<file path="config.mk">
export PLATFORM = sky130hd
export DESIGN_NAME = ccr_regs
export DESIGN_NICKNAME = d
export VERILOG_FILES = /design/src/ccr_pkg.sv /design/src/ccr_regs.sv /design/src/ccr_limit_min.sv
export SDC_FILE = /design/constraint.sdc
export NUM_CORES = 1
export LEC_CHECK = 0
export ABC_CLOCK_PERIOD_IN_PS = 3800
export BUFFER_PORTS_ARGS = -buffer_cell sky130_fd_sc_hd__buf_2
export CAP_MARGIN = 20
export CELL_PAD_IN_SITES_DETAIL_PLACEMENT = 0
export CELL_PAD_IN_SITES_GLOBAL_PLACEMENT = 1
export CORE_MARGIN = 1.5
export CORE_UTILIZATION = 30
export DETAILED_ROUTE_END_ITERATION = 12
export PLACE_DENSITY_LB_ADDON = 0.2
export RECOVER_POWER = 50
export SYNTH_ARGS = -nofsm -noshare
export SYNTH_HDL_FRONTEND = slang
export SYNTH_SLANG_ARGS = --single-unit
</file>
<file path="constraint.sdc">
create_clock -name i_core_clk -period 3.8 [get_ports i_core_clk]
set_input_delay 0.57 -clock i_core_clk [delete_from_list [all_inputs] [get_ports i_core_clk]]
set_output_delay 0.57 -clock i_core_clk [all_outputs]
set_load 0.02 [all_outputs]
</file>
<file path="src/ccr_pkg.sv">
// constants, layouts and types of the charger control register bank
//
// Overview of operation
// input current register at 03h, reset 39h
// optimizer kick settable only, clears on start
// source detect kick defaults 0, forces detection
// optimizer on bit enables optimizer, default 1
// watchdog keeps optimizer on and limit code
// limit code is 500 mA plus 100 mA steps
// limit codes above 1Ch act as 3300 mA
// applied limit is minimum of four sources
// precharge and end current register 04h, 22h
// two 4-bit current codes, 50 mA steps
// first control register at 05h, reset 9Dh
// bit 7 enables charge termination, default on
// bit 6 disables charge status indicator pin
// watchdog period off, 40, 80, 160 s
// bit 3 enables charging safety timer
// fast charge duration 5, 8, 12, 20 h
// half speed timer during input or thermal regulation
// second control register at 06h, reset 7Dh
// reserved bit 7 of 06h reads 0
// automatic source detection defaults on
// kick write ignored while optimizer is off
// host must access within watchdog period

package ccr_pkg;

   // register addresses
   localparam logic [7:0] ADDR_INPUT_CURRENT = 8'h03;
   localparam logic [7:0] ADDR_PRE_END_CURRENT = 8'h04;
   localparam logic [7:0] ADDR_CTRL_FIRST = 8'h05;
   localparam logic [7:0] ADDR_CTRL_SECOND = 8'h06;
   localparam logic [7:0] READ_UNMAPPED = 8'h00; // answer to other addresses

   // input current register layout
   typedef struct packed {
      logic optimizer_kick;
      logic source_detect_kick;
      logic optimizer_on;
      logic [4:0] input_current_limit_code;
   } ccr_input_current_type;

   // precharge and termination current layout
   typedef struct packed {
      logic [3:0] precharge_current_code;
      logic [3:0] end_of_charge_current_code;
   } ccr_pre_end_type;

   // watchdog period codes
   typedef enum logic [1:0] {
      CCR_WD_OFF = 2'h0,
      CCR_WD_40S = 2'h1,
      CCR_WD_80S = 2'h2,
      CCR_WD_160S = 2'h3
   } ccr_wd_period_type;

   // fast charge duration codes
   typedef enum logic [1:0] {
      CCR_FC_5H = 2'h0,
      CCR_FC_8H = 2'h1,
      CCR_FC_12H = 2'h2,
      CCR_FC_20H = 2'h3
   } ccr_fc_duration_type;

   // first charger control layout
   typedef struct packed {
      logic termination_on;
      logic indicator_pin_off;
      ccr_wd_period_type wd_period;
      logic safety_timer_on;
      ccr_fc_duration_type fast_charge_duration;
      logic half_speed_timer_on;
   } ccr_ctrl_first_type;

   // second charger control layout
   typedef struct packed {
      logic reserved;
      logic auto_source_detect_on;
      logic [1:0] thermal_threshold;
      logic charging_on;
      logic precharge_cutoff;
      logic [1:0] recharge_offset;
   } ccr_ctrl_second_type;

   // all host visible configuration
   typedef struct packed {
      ccr_input_current_type in_cur;
      ccr_pre_end_type pre_end;
      ccr_ctrl_first_type ctrl1;
      ccr_ctrl_second_type ctrl2;
   } ccr_cfg_type;

   // reset values
   localparam ccr_input_current_type RST_INPUT_CURRENT = 8'h39;
   localparam ccr_pre_end_type RST_PRE_END_CURRENT = 8'h22;
   localparam ccr_ctrl_first_type RST_CTRL_FIRST = 8'h9D;
   localparam ccr_ctrl_second_type RST_CTRL_SECOND = 8'h7D;
   localparam ccr_cfg_type RST_CFG = {RST_INPUT_CURRENT,
      RST_PRE_END_CURRENT, RST_CTRL_FIRST, RST_CTRL_SECOND};

   // bits that return to default on watchdog expiry
   localparam logic [7:0] WD_MASK_INPUT_CURRENT = 8'hC0;
   localparam logic [7:0] WD_MASK_PRE_END_CURRENT = 8'hFF;
   localparam logic [7:0] WD_MASK_CTRL_FIRST = 8'hFF;
   localparam logic [7:0] WD_MASK_CTRL_SECOND = 8'hFC;
   // writable and readable bits of the second control register
   localparam logic [7:0] RW_MASK_CTRL_SECOND = 8'h7F;

   // input current limit coding
   localparam int LIMIT_W = 5;
   localparam logic [4:0] LIMIT_MAX_CODE = 5'h1C; // 3300 mA
   localparam int LIMIT_OFFSET_MA = 500;
   localparam int LIMIT_STEP_MA = 100;
   localparam int LIMIT_SRC_N = 4; // register, optimizer, pin, detection
   typedef logic [LIMIT_SRC_N-1:0][LIMIT_W-1:0] ccr_limit_src_type;

   // watchdog timing
   localparam int CLK_HZ = 100_000_000;
   localparam int WD_BASE_S = 40;
   localparam int WD_CNT_W = 36;
   localparam logic [WD_CNT_W-1:0] WD_BASE_CYCLES =
      WD_CNT_W'(64'(WD_BASE_S) * 64'(CLK_HZ));
   localparam logic [WD_CNT_W-1:0] WD_CNT_ONE = 36'h1;

   // registered state of the bank
   typedef struct packed {
      ccr_cfg_type cfg;
      logic [WD_CNT_W-1:0] wd_count;
      logic wd_expired;
      logic [7:0] rd_data;
      logic timer_slow;
   } ccr_core_state_type;

endpackage

</file>
<file path="src/ccr_regs.sv">
// charger control register bank 03h..06h with host watchdog
`timescale 1ns/100ps
`default_nettype none

module ccr_regs #(
   parameter logic [ccr_pkg::WD_CNT_W-1:0] WD_BASE_CYCLES =
      ccr_pkg::WD_BASE_CYCLES // cycles in the shortest period
) (
   input wire logic i_core_clk,
   input wire logic i_nrst,
   input wire logic i_reg_rst,
   input wire logic i_wr_en,
   input wire logic i_rd_en,
   input wire logic [7:0] i_addr,
   input wire logic [7:0] i_wr_data,
   input wire logic i_opt_started,
   input wire logic i_detect_done,
   input wire logic [ccr_pkg::LIMIT_W-1:0] i_opt_result_code,
   input wire logic [ccr_pkg::LIMIT_W-1:0] i_pin_limit_code,
   input wire logic [ccr_pkg::LIMIT_W-1:0] i_detect_limit_code,
   input wire logic i_input_reg,
   input wire logic i_thermal_reg,
   output ccr_pkg::ccr_cfg_type o_cfg,
   output logic [7:0] o_rd_data,
   output logic [ccr_pkg::LIMIT_W-1:0] o_applied_limit,
   output logic o_wd_expired,
   output logic o_timer_slow
);

   // restore the masked bits of a byte to their default
   function automatic logic [7:0] restore_bits(input logic [7:0] cur,
      input logic [7:0] dflt, input logic [7:0] mask);
      restore_bits = (cur & ~mask) | (dflt & mask);
   endfunction

   // watchdog period in cycles, last count of the period
   function automatic logic [ccr_pkg::WD_CNT_W-1:0] wd_last(
      input ccr_pkg::ccr_wd_period_type per);
      unique case (per)
         ccr_pkg::CCR_WD_OFF: wd_last = '0;
         ccr_pkg::CCR_WD_40S: wd_last = WD_BASE_CYCLES - ccr_pkg::WD_CNT_ONE;
         ccr_pkg::CCR_WD_80S: wd_last = (WD_BASE_CYCLES << 1)
            - ccr_pkg::WD_CNT_ONE;
         ccr_pkg::CCR_WD_160S: wd_last = (WD_BASE_CYCLES << 2)
            - ccr_pkg::WD_CNT_ONE;
      endcase
   endfunction

   // byte presented for a host read
   function automatic logic [7:0] read_byte(input logic [7:0] addr,
      input ccr_pkg::ccr_cfg_type cfg);
      case (addr)
         ccr_pkg::ADDR_INPUT_CURRENT: read_byte = cfg.in_cur;
         ccr_pkg::ADDR_PRE_END_CURRENT: read_byte = cfg.pre_end;
         ccr_pkg::ADDR_CTRL_FIRST: read_byte = cfg.ctrl1;
         ccr_pkg::ADDR_CTRL_SECOND:
            read_byte = cfg.ctrl2 & ccr_pkg::RW_MASK_CTRL_SECOND;
         default: read_byte = ccr_pkg::READ_UNMAPPED; // unmapped
      endcase
   endfunction

   ccr_pkg::ccr_core_state_type state_ff; // all block state
   ccr_pkg::ccr_core_state_type nxt_state;
   ccr_pkg::ccr_input_current_type wr_in_cur; // write data as 03h
   ccr_pkg::ccr_limit_src_type limit_src; // minimum selector inputs
   logic host_access; // any read or write counts
   logic [ccr_pkg::WD_CNT_W-1:0] wd_end; // last count of the period

   assign host_access = i_wr_en | i_rd_en;
   assign wd_end = wd_last(state_ff.cfg.ctrl1.wd_period);
   assign wr_in_cur = i_wr_data;

   // next state: clears, watchdog, writes, reads, register reset
   always_comb begin
      nxt_state = state_ff;
      nxt_state.wd_expired = 1'b0;
      // engines acknowledge the kicks
      if (i_opt_started) begin
         nxt_state.cfg.in_cur.optimizer_kick = 1'b0;
      end
      if (i_detect_done) begin
         nxt_state.cfg.in_cur.source_detect_kick = 1'b0;
      end
      // host watchdog, restarted by every access
      if (state_ff.cfg.ctrl1.wd_period == ccr_pkg::CCR_WD_OFF
         || host_access) begin
         nxt_state.wd_count = '0;
      end else if (state_ff.wd_count >= wd_end) begin
         // expiry: listed bits go back to default, limit kept
         nxt_state.wd_count = '0;
         nxt_state.wd_expired = 1'b1;
         nxt_state.cfg.in_cur = restore_bits(nxt_state.cfg.in_cur,
            ccr_pkg::RST_INPUT_CURRENT,
            ccr_pkg::WD_MASK_INPUT_CURRENT);
         nxt_state.cfg.pre_end = restore_bits(state_ff.cfg.pre_end,
            ccr_pkg::RST_PRE_END_CURRENT,
            ccr_pkg::WD_MASK_PRE_END_CURRENT);
         nxt_state.cfg.ctrl1 = restore_bits(state_ff.cfg.ctrl1,
            ccr_pkg::RST_CTRL_FIRST, ccr_pkg::WD_MASK_CTRL_FIRST);
         nxt_state.cfg.ctrl2 = restore_bits(state_ff.cfg.ctrl2,
            ccr_pkg::RST_CTRL_SECOND, ccr_pkg::WD_MASK_CTRL_SECOND);
      end else begin
         nxt_state.wd_count = state_ff.wd_count + ccr_pkg::WD_CNT_ONE;
      end
      // host writes; a write that sets a kick wins over its clear
      if (i_wr_en) begin
         case (i_addr)
            ccr_pkg::ADDR_INPUT_CURRENT: begin
               nxt_state.cfg.in_cur.optimizer_on =
                  wr_in_cur.optimizer_on;
               nxt_state.cfg.in_cur.input_current_limit_code =
                  wr_in_cur.input_current_limit_code;
               // kick only lives while the optimizer is on
               nxt_state.cfg.in_cur.optimizer_kick =
                  wr_in_cur.optimizer_on
                  & (nxt_state.cfg.in_cur.optimizer_kick
                  | wr_in_cur.optimizer_kick);
               nxt_state.cfg.in_cur.source_detect_kick =
                  nxt_state.cfg.in_cur.source_detect_kick
                  | wr_in_cur.source_detect_kick;
            end
            ccr_pkg::ADDR_PRE_END_CURRENT: begin
               nxt_state.cfg.pre_end = i_wr_data;
            end
            ccr_pkg::ADDR_CTRL_FIRST: begin
               nxt_state.cfg.ctrl1 = i_wr_data;
            end
            ccr_pkg::ADDR_CTRL_SECOND: begin
               nxt_state.cfg.ctrl2 =
                  i_wr_data & ccr_pkg::RW_MASK_CTRL_SECOND;
            end
            default: begin
               nxt_state.cfg = nxt_state.cfg; // unmapped write ignored
            end
         endcase
      end
      // read data held until the next read
      if (i_rd_en) begin
         nxt_state.rd_data = read_byte(i_addr, state_ff.cfg);
      end
      // safety timer slowed while a regulation loop is active
      nxt_state.timer_slow = state_ff.cfg.ctrl1.half_speed_timer_on
         & (i_input_reg | i_thermal_reg);
      // register reset overrides the configuration and the watchdog, not the read data or the slow flag
      if (i_reg_rst) begin
         nxt_state.cfg = ccr_pkg::RST_CFG;
         nxt_state.wd_count = '0;
         nxt_state.wd_expired = 1'b0;
      end
   end

   // state register
   always_ff @(posedge i_core_clk or negedge i_nrst) begin
      if (!i_nrst) begin
         state_ff <= '{cfg: ccr_pkg::RST_CFG, default: '0};
      end else begin
         state_ff <= nxt_state;
      end
   end

   // sources for the applied input current limit
   assign limit_src = {state_ff.cfg.in_cur.input_current_limit_code,
      i_opt_result_code, i_pin_limit_code, i_detect_limit_code};

   // minimum selector
   ccr_limit_min u_limit_min (
      .i_core_clk(i_core_clk),
      .i_nrst(i_nrst),
      .i_codes(limit_src),
      .o_applied_code(o_applied_limit)
   );

   assign o_cfg = state_ff.cfg;
   assign o_rd_data = state_ff.rd_data;
   assign o_wd_expired = state_ff.wd_expired;
   assign o_timer_slow = state_ff.timer_slow;

   // helper: write to 03h
   logic wr03;
   assign wr03 = i_wr_en && (i_addr == ccr_pkg::ADDR_INPUT_CURRENT);

   // read byte seen with the second control layout
   ccr_pkg::ccr_ctrl_second_type rd_as_second;
   assign rd_as_second = o_rd_data;
endmodule // ccr_regs

`default_nettype wire

</file>
<file path="src/ccr_limit_min.sv">
// applied input current limit: smallest of four clamped limit codes
`timescale 1ns/100ps
`default_nettype none

module ccr_limit_min (
   input wire logic i_core_clk,
   input wire logic i_nrst,
   input wire ccr_pkg::ccr_limit_src_type i_codes,
   output logic [ccr_pkg::LIMIT_W-1:0] o_applied_code
);

   // codes past the top step act as the top step
   function automatic logic [ccr_pkg::LIMIT_W-1:0] clamp_code(
      input logic [ccr_pkg::LIMIT_W-1:0] code);
      clamp_code = (code > ccr_pkg::LIMIT_MAX_CODE) ?
         ccr_pkg::LIMIT_MAX_CODE : code;
   endfunction

   logic [ccr_pkg::LIMIT_W-1:0] state_ff; // applied code
   logic [ccr_pkg::LIMIT_W-1:0] nxt_state;

   // running minimum over all sources
   always_comb begin
      nxt_state = ccr_pkg::LIMIT_MAX_CODE;
      for (int i = 0; i < ccr_pkg::LIMIT_SRC_N; i++) begin
         if (clamp_code(i_codes[i]) < nxt_state) begin
            nxt_state = clamp_code(i_codes[i]);
         end
      end
   end

   // register the result
   always_ff @(posedge i_core_clk or negedge i_nrst) begin
      if (!i_nrst) begin
         state_ff <= ccr_pkg::RST_INPUT_CURRENT.input_current_limit_code;
      end else begin
         state_ff <= nxt_state;
      end
   end

   assign o_applied_code = state_ff;
endmodule // ccr_limit_min

`default_nettype wire

</file>
== After elaboration in Yosys (flattened, before gate mapping) ==
Index checks and enable logic that the tools add are counted.

* Register bits after elaboration: 83
* Input port bits: 40
* Output and inout bits: 47
* Word-level logic and storage cells: 72

* Equality and inequality tests: 7
* Add/sub/neg operators: 1
* $lt $le $gt $ge: 9
* Reduce and logical (&&, ||, !) cells: 2
* Mux-type cells: 24
* Bitwise operators: 6

{| class="wikitable"
|+ Operator list
! kind !! number
|-
| case mux 36 bit (4 select lines) || 1
|-
| two-way mux 32 bit || 3
|-
| two-way mux 36 bit || 2
|-
| two-way mux 69 bit || 1
|-
| two-way mux 5 bit || 8
|-
| adder 36 x 1 -> 36 bit, second input constant || 1
|-
| >= comparator 36 bit || 1
|-
| two-way mux 8 bit || 4
|-
| case mux 8 bit (4 select lines) || 1
|-
| equality test 8 x 3 -> 1 bit, second input constant || 3
|-
| greater-than comparator 5 bit, second input constant || 4
|-
| less-than comparator 5 bit || 3
|-
| equality test 8 x 2 -> 1 bit, second input constant || 1
|-
| less-than comparator 5 bit, second input constant || 1
|-
| equality test 2 bit, second input constant || 2
|-
| two-way mux 1 bit || 4
|-
| OR 1 bit || 4
|-
| AND 1 bit || 2
|-
| equality test 2 x 1 -> 1 bit, second input constant || 1
|-
| logical NOT 2 bit || 1
|-
| logical OR 1 bit || 1
|}

== Logic depth before layout (Yosys ltp) ==
* Depth in word-level cells: 10
* Depth in mapped cells: 23
* Gate-level depth less buffers: 23

== Hierarchy ==
From an unflattened synthesis, not the netlist that was laid out.

* Cell total of the unflattened synthesis: 636
* Area, all modules: 5716.7 um2

{| class="wikitable"
|+ Modules (own cells, without submodules)
! module !! instances !! cells an instance !! area an instance (um2) !! sequential area each (um2)
|-
| ccr_regs || 1 || 540 || 4926.0 || 1973.1
|-
| ccr_limit_min || 1 || 96 || 790.8 || 128.9
|}

== Worst setup path before layout ==
No wires, ideal clock.

* Path kind: input -> register
* From: in i_pin_limit_code[2] (netlist name)
* To: reg u_limit_min.state_ff, in the netlist u_limit_min.o_applied_code[0]
* Slack: -0.911 ns
* Buffers on the path: 0
* Library setup time: 0.075 ns
* Arrival: 4.636 ns
* Data required time: 3.725 ns
* Stages: 23
* Cell sequence: nand3_1 > nand2_1 > inv_1 > ha_1 > a211o_1 > a21oi_1 > o21ai_0 > mux2_2 > inv_1 > ha_1 > nand2_1 > o21ai_0 > nand2b_1 > inv_1 > a21oi_1 > mux2_2 > ha_1 > a21o_1 > a21o_1 > a21oi_1 > nand2_1 > o21ai_2 > mux2i_1

* Longest elaborated chain between the ends: 8

{| class="wikitable"
|+ RTL lines
! what !! RTL line !! source
|-
| start: declaration || ccr_regs.sv:19 || <nowiki>input wire logic [ccr_pkg::LIMIT_W-1:0] i_pin_limit_code,</nowiki>
|-
| greater-than comparator 5 bit || ccr_limit_min.sv:15 || <nowiki>clamp_code = (code > ccr_pkg::LIMIT_MAX_CODE) ?</nowiki>
|-
| two-way mux 5 bit * || ccr_limit_min.sv:15 ||
|-
| less-than comparator 5 bit || ccr_limit_min.sv:26 || <nowiki>if (clamp_code(i_codes[i]) < nxt_state) begin</nowiki>
|-
| two-way mux 5 bit * || ccr_limit_min.sv:26 ||
|-
| less-than comparator 5 bit || ccr_limit_min.sv:26 ||
|-
| two-way mux 5 bit * || ccr_limit_min.sv:26 ||
|-
| less-than comparator 5 bit || ccr_limit_min.sv:26 ||
|-
| two-way mux 5 bit * || ccr_limit_min.sv:26 ||
|-
| named net u_limit_min.nxt_state, one bit || ccr_limit_min.sv:20 || <nowiki>logic [ccr_pkg::LIMIT_W-1:0] nxt_state;</nowiki>
|-
| end signal: assignment || ccr_limit_min.sv:35 || <nowiki>state_ff <= ccr_pkg::RST_INPUT_CURRENT.input_current_limit_code;</nowiki>
|-
| end signal: assignment || ccr_limit_min.sv:37 || <nowiki>state_ff <= nxt_state;</nowiki>
|-
| end: declaration || ccr_limit_min.sv:19 || <nowiki>logic [ccr_pkg::LIMIT_W-1:0] state_ff;</nowiki>
|}

Mark *: on every way through the listed nets, which the timed path passes. The rest lies on a longest branch.
A chain may end at the register's enable or synchronous reset.

== Worst setup path after layout ==
* From: in i_pin_limit_code[3] (netlist name)
* To: reg u_limit_min.state_ff, in the netlist u_limit_min.o_applied_code[0]

The elaborated chain is that of the path after synthesis.

==> summary.txt <==
Drt
  • Drt drc: 0
  • 1st-pass router iterations: 5
  • Vias: 4914
  • DR vias/cell: 5.009
  • Iter 0 DRT Violations: 273
  • Post-Route WL: 16.54 mm
  • Final antenna-violating net count: 0
  • Wire per inst: 16.86 µm

GRT
  • Overflow after GRT: 0
  • Tot GR Track Use: 16.50%
  • Largest net degree at the start of global routing: 66
  • Vias in the first global route: 4905
  • First-pass GRT wire length: 26.28 mm
  • Initial antenna violation count: 0

STA
  • Setup Skew: 0.006050 ns
  • Max_slew headroom: -15.63%
  • Final Slew Violations: 66
  • RSZ-0062 raised after global routing: yes
  • Fmax: 250.3 MHz
  • Final setup margin: -0.1953 ns
  • Final hold viol count: 0
  • Tcrit/Tclk final: 105.1%
  • Slew @ Worst Pin: 1.734 ns
  • Post-layout minimum cycle time: 3.995 ns
  • Final setup fails: 5

Synth
  • Post-synth EDFFs: 0
  • Cell count after synthesis: 640
  • Count of different cell masters after synthesis: 61
  • Main area contributors after synthesis: dfrtp_1 (26%), ha_1 (11%), dfstp_2 (8.7%), nor2_4 (5.2%), buf_4 (5.0%)
  • Ys async rst share: 100.0%
  • Main synth FF type: dfrtp_1
  • Synthesized Nets: 731
  • #FFs+latches synth: 83
  • Avg Inst Size Synth: 9.404 µm²
  • Post-synthesis sequential area ratio: 34.93%
  • Top cell type's share of synthesized area: 26.20%
  • Largest area contributor in the netlist: dfrtp_1
  • Synth Cell Area: 6018 µm²
  • Ys Warns: 0

Status
  • Status: finished, violations left
  • Violated checks: capacitance limit, slew limit, setup timing

Floorplan
  • Core box area: 19590 µm²
  • Starting density of the core: 30.72%
  • IO Pins: 87
  • Chip Height: 144.6 µm
  • Die Wd: 144.6 µm
  • Die Area: 20920 µm²
  • Rows: 51

Clock tree
  • CTS tree: built
  • Clk slew on worst S/H paths: 0.07 ns
  • H-tree depth: 3
  • CTS sink cnt: 83
  • Max Buffers Root-to-Sink: 2
  • CTS Root Cell: clkbuf_16
  • Hold buffers post-CTS: 0
  • Cts bufs inserted: 9
  • Clk_lat worst skew: 0.35 ns

Finish
  • Final nets: 802
  • ANT cells: 0
  • Final core area utilization: 36.64%
  • FILL cells: 2022
  • Layout cell share with drive strength beyond 1: 31.56%
  • Area Overhead vs Synth: 19.25%

Setup path
  • Delay-heaviest family, CP: compound AO/OA/AOI/OAI gates
  • Reg2reg path depth: 12
  • Worst reg2reg startpoint: o_cfg[12]
  • Crit-path most repeated cell: a21oi_2
  • Reg2reg end: state_ff[40]
  • CP Capture Type: flip-flop
  • Worst path max stage delay: 0.32 ns
  • Worst path bufs/invs: 5
  • CP required: 4.08 ns
  • R2r setup slk: 0.39 ns
  • WP data arrival: 4.27 ns
  • Critical-path top delay cell: mux2_4
  • Setup CP Type: in2reg
  • CP Max Fanout: 5
  • CP cell instances: buf_6 -> buf_4 -> ha_4 -> a211o_1 -> a21oi_2 -> o21ai_4 -> mux2_4 -> inv_2 -> ha_4 -> a21oi_2 -> o21ai_2 -> a21oi_2 -> a21oi_4 -> buf_4 -> buf_4 -> mux2i_1 -> ha_1 -> a21oi_2 -> nand2_1 -> o21ai_4 -> mux2i_1
  • Critical Path Source Type: input port

Min path
  • Hold EP: o_timer_slow
  • Hold Crit Class: in2reg
  • WHS Path Cells: 2
  • Worst Hold Launch: i_input_reg

Power
  • Total power: 2.181 mW
  • PwrDens: 303.9 nW/µm²
  • Pleak: 3.124 nW
  • Peak VDD IR: 201.3 µV

Run
  • Maxcap violations: 1

Placement
  • IO buf count: 86
  • DP Worst Slack: -0.6501 ns
  • Placer Congestion: 0.8242
  • Detail Placement HPWL: 11.95 mm
-- flip-flops by register name, indices dropped and copies added, names as in the netlist --
register	flops
o_cfg	32
o_rd_data	8
o_timer_slow	1
o_wd_expired	1
state_ff	36
u_limit_min.o_applied_code	5
-- placed cells by master (no fill, tap or decap), types with 6 or more instances in the layout --
cell type,n
nand3_1,26
nor4_1,16
a21o_1,8
ha_1,43
nor2b_1,6
o21bai_1,12
nor3_1,6
o22ai_1,7
o21ai_0,10
mux2i_1,12
nand4_1,22
ha_4,6
dfrtp_1,63
a21oi_1,23
nand2_1,53
clkbuf_16,9
o21ai_1,8
xor2_1,21
and3_1,8
or3_1,8
inv_1,30
a31oi_1,12
nor2_4,28
buf_2,60
dfstp_2,19
buf_4,43
nor2_1,28
xnor2_1,11
clkbuf_1,21
-- report_power, final --
group	switching (mW)	internal, mW	leakage, nW
logic	0.201	0.161	1.91
clock network	0.393	0.513	0.138
registers	0.00553	0.908	1.08
total	0.599	1.58	3.12
-- synthesized netlist by cell type (7+ instances only) --
| library cell | n |
|---|---|
| o22ai_1 | 7 |
| clkbuf_1 | 22 |
| a31oi_1 | 12 |
| xor2_1 | 21 |
| nand4_1 | 22 |
| dfstp_2 | 20 |
| mux2_2 | 9 |
| nor2_1 | 28 |
| ha_1 | 51 |
| nor2_4 | 28 |
| a21o_1 | 8 |
| and3_1 | 8 |
| or3_1 | 8 |
| dfrtp_1 | 63 |
| nand2_1 | 56 |
| o21ai_1 | 8 |
| buf_4 | 40 |
| inv_1 | 36 |
| nor4_1 | 16 |
| o21bai_1 | 12 |
| xnor2_1 | 11 |
| nand3_1 | 28 |
| mux2i_1 | 14 |
| o21ai_0 | 12 |
| a21oi_1 | 29 |
-- how the worst max path moves through the flow --
stage / from / end / slack, ns / depth (start not counted)
floorplan: i_pin_limit_code[2] / u_limit_min.o_applied_code[0] / -0.36 / 21
global placement: i_pin_limit_code[2] / u_limit_min.o_applied_code[0] / -0.55 / 24
detailed placement: i_pin_limit_code[2] / u_limit_min.o_applied_code[0] / -0.65 / 21
CTS: i_pin_limit_code[2] / u_limit_min.o_applied_code[4] / -0.27 / 24
global route: i_pin_limit_code[2] / u_limit_min.o_applied_code[0] / -0.43 / 23
finish: i_pin_limit_code[3] / u_limit_min.o_applied_code[0] / -0.20 / 21
-- metal layers --
metal,GRT usage [%],vias up,part of all wire [%]
met3,3.113,20,5.1
li1,-,2371,-
met4,5.529,0,1.8
met5,0,-,0
met1,22.71,2391,46
met2,25.94,132,47
-- through the flow --
stage	TNS [ns]	instance area, µm²	hold WS (ns)	instances
detailed placement	-3.158	6616	0.5067	949
CTS	-1.229	7124	0.3794	977
global route	-1.999	7177	0.4416	981
finish	-0.8769	7177	0.4221	981
global placement	-2.696	6616	0.5004	949
floorplan	-1.789	6110	0.2744	640
-- layout make-up --
type	count	area, µm²	area share [%]
sequential	83	2102	29.29
tap	265	331.6	4.620
timing repair buffer	132	798.3	11.12
clock inverter	7	75.07	1.046
clock buffer	9	225.2	3.138
multi-input combinational	449	3507	48.87
inverter	36	137.6	1.918
-- kinds of logic after synthesis --
family                   Yosys count  share of synthesized area (%)
AO/OA/AOI/OAI                    109                          11.85
XOR/XNOR                          32                          4.657
adder cells (fa/ha/maj)           51                          10.60
buffers and inverters            108                          10.50
flip-flops                        83                          34.93
multiplexers                      23                          4.012
other                              1                        0.06231
AND/OR/NAND/NOR                  233                          23.39
-- timing repair --
action	CTS	global route
pin swaps	17	14
endpoints found under the setup margin	5	6
setup buffers	12	4
gates resized for setup	23	10
cloned	0	0
(Power assumes the default switching activity.)
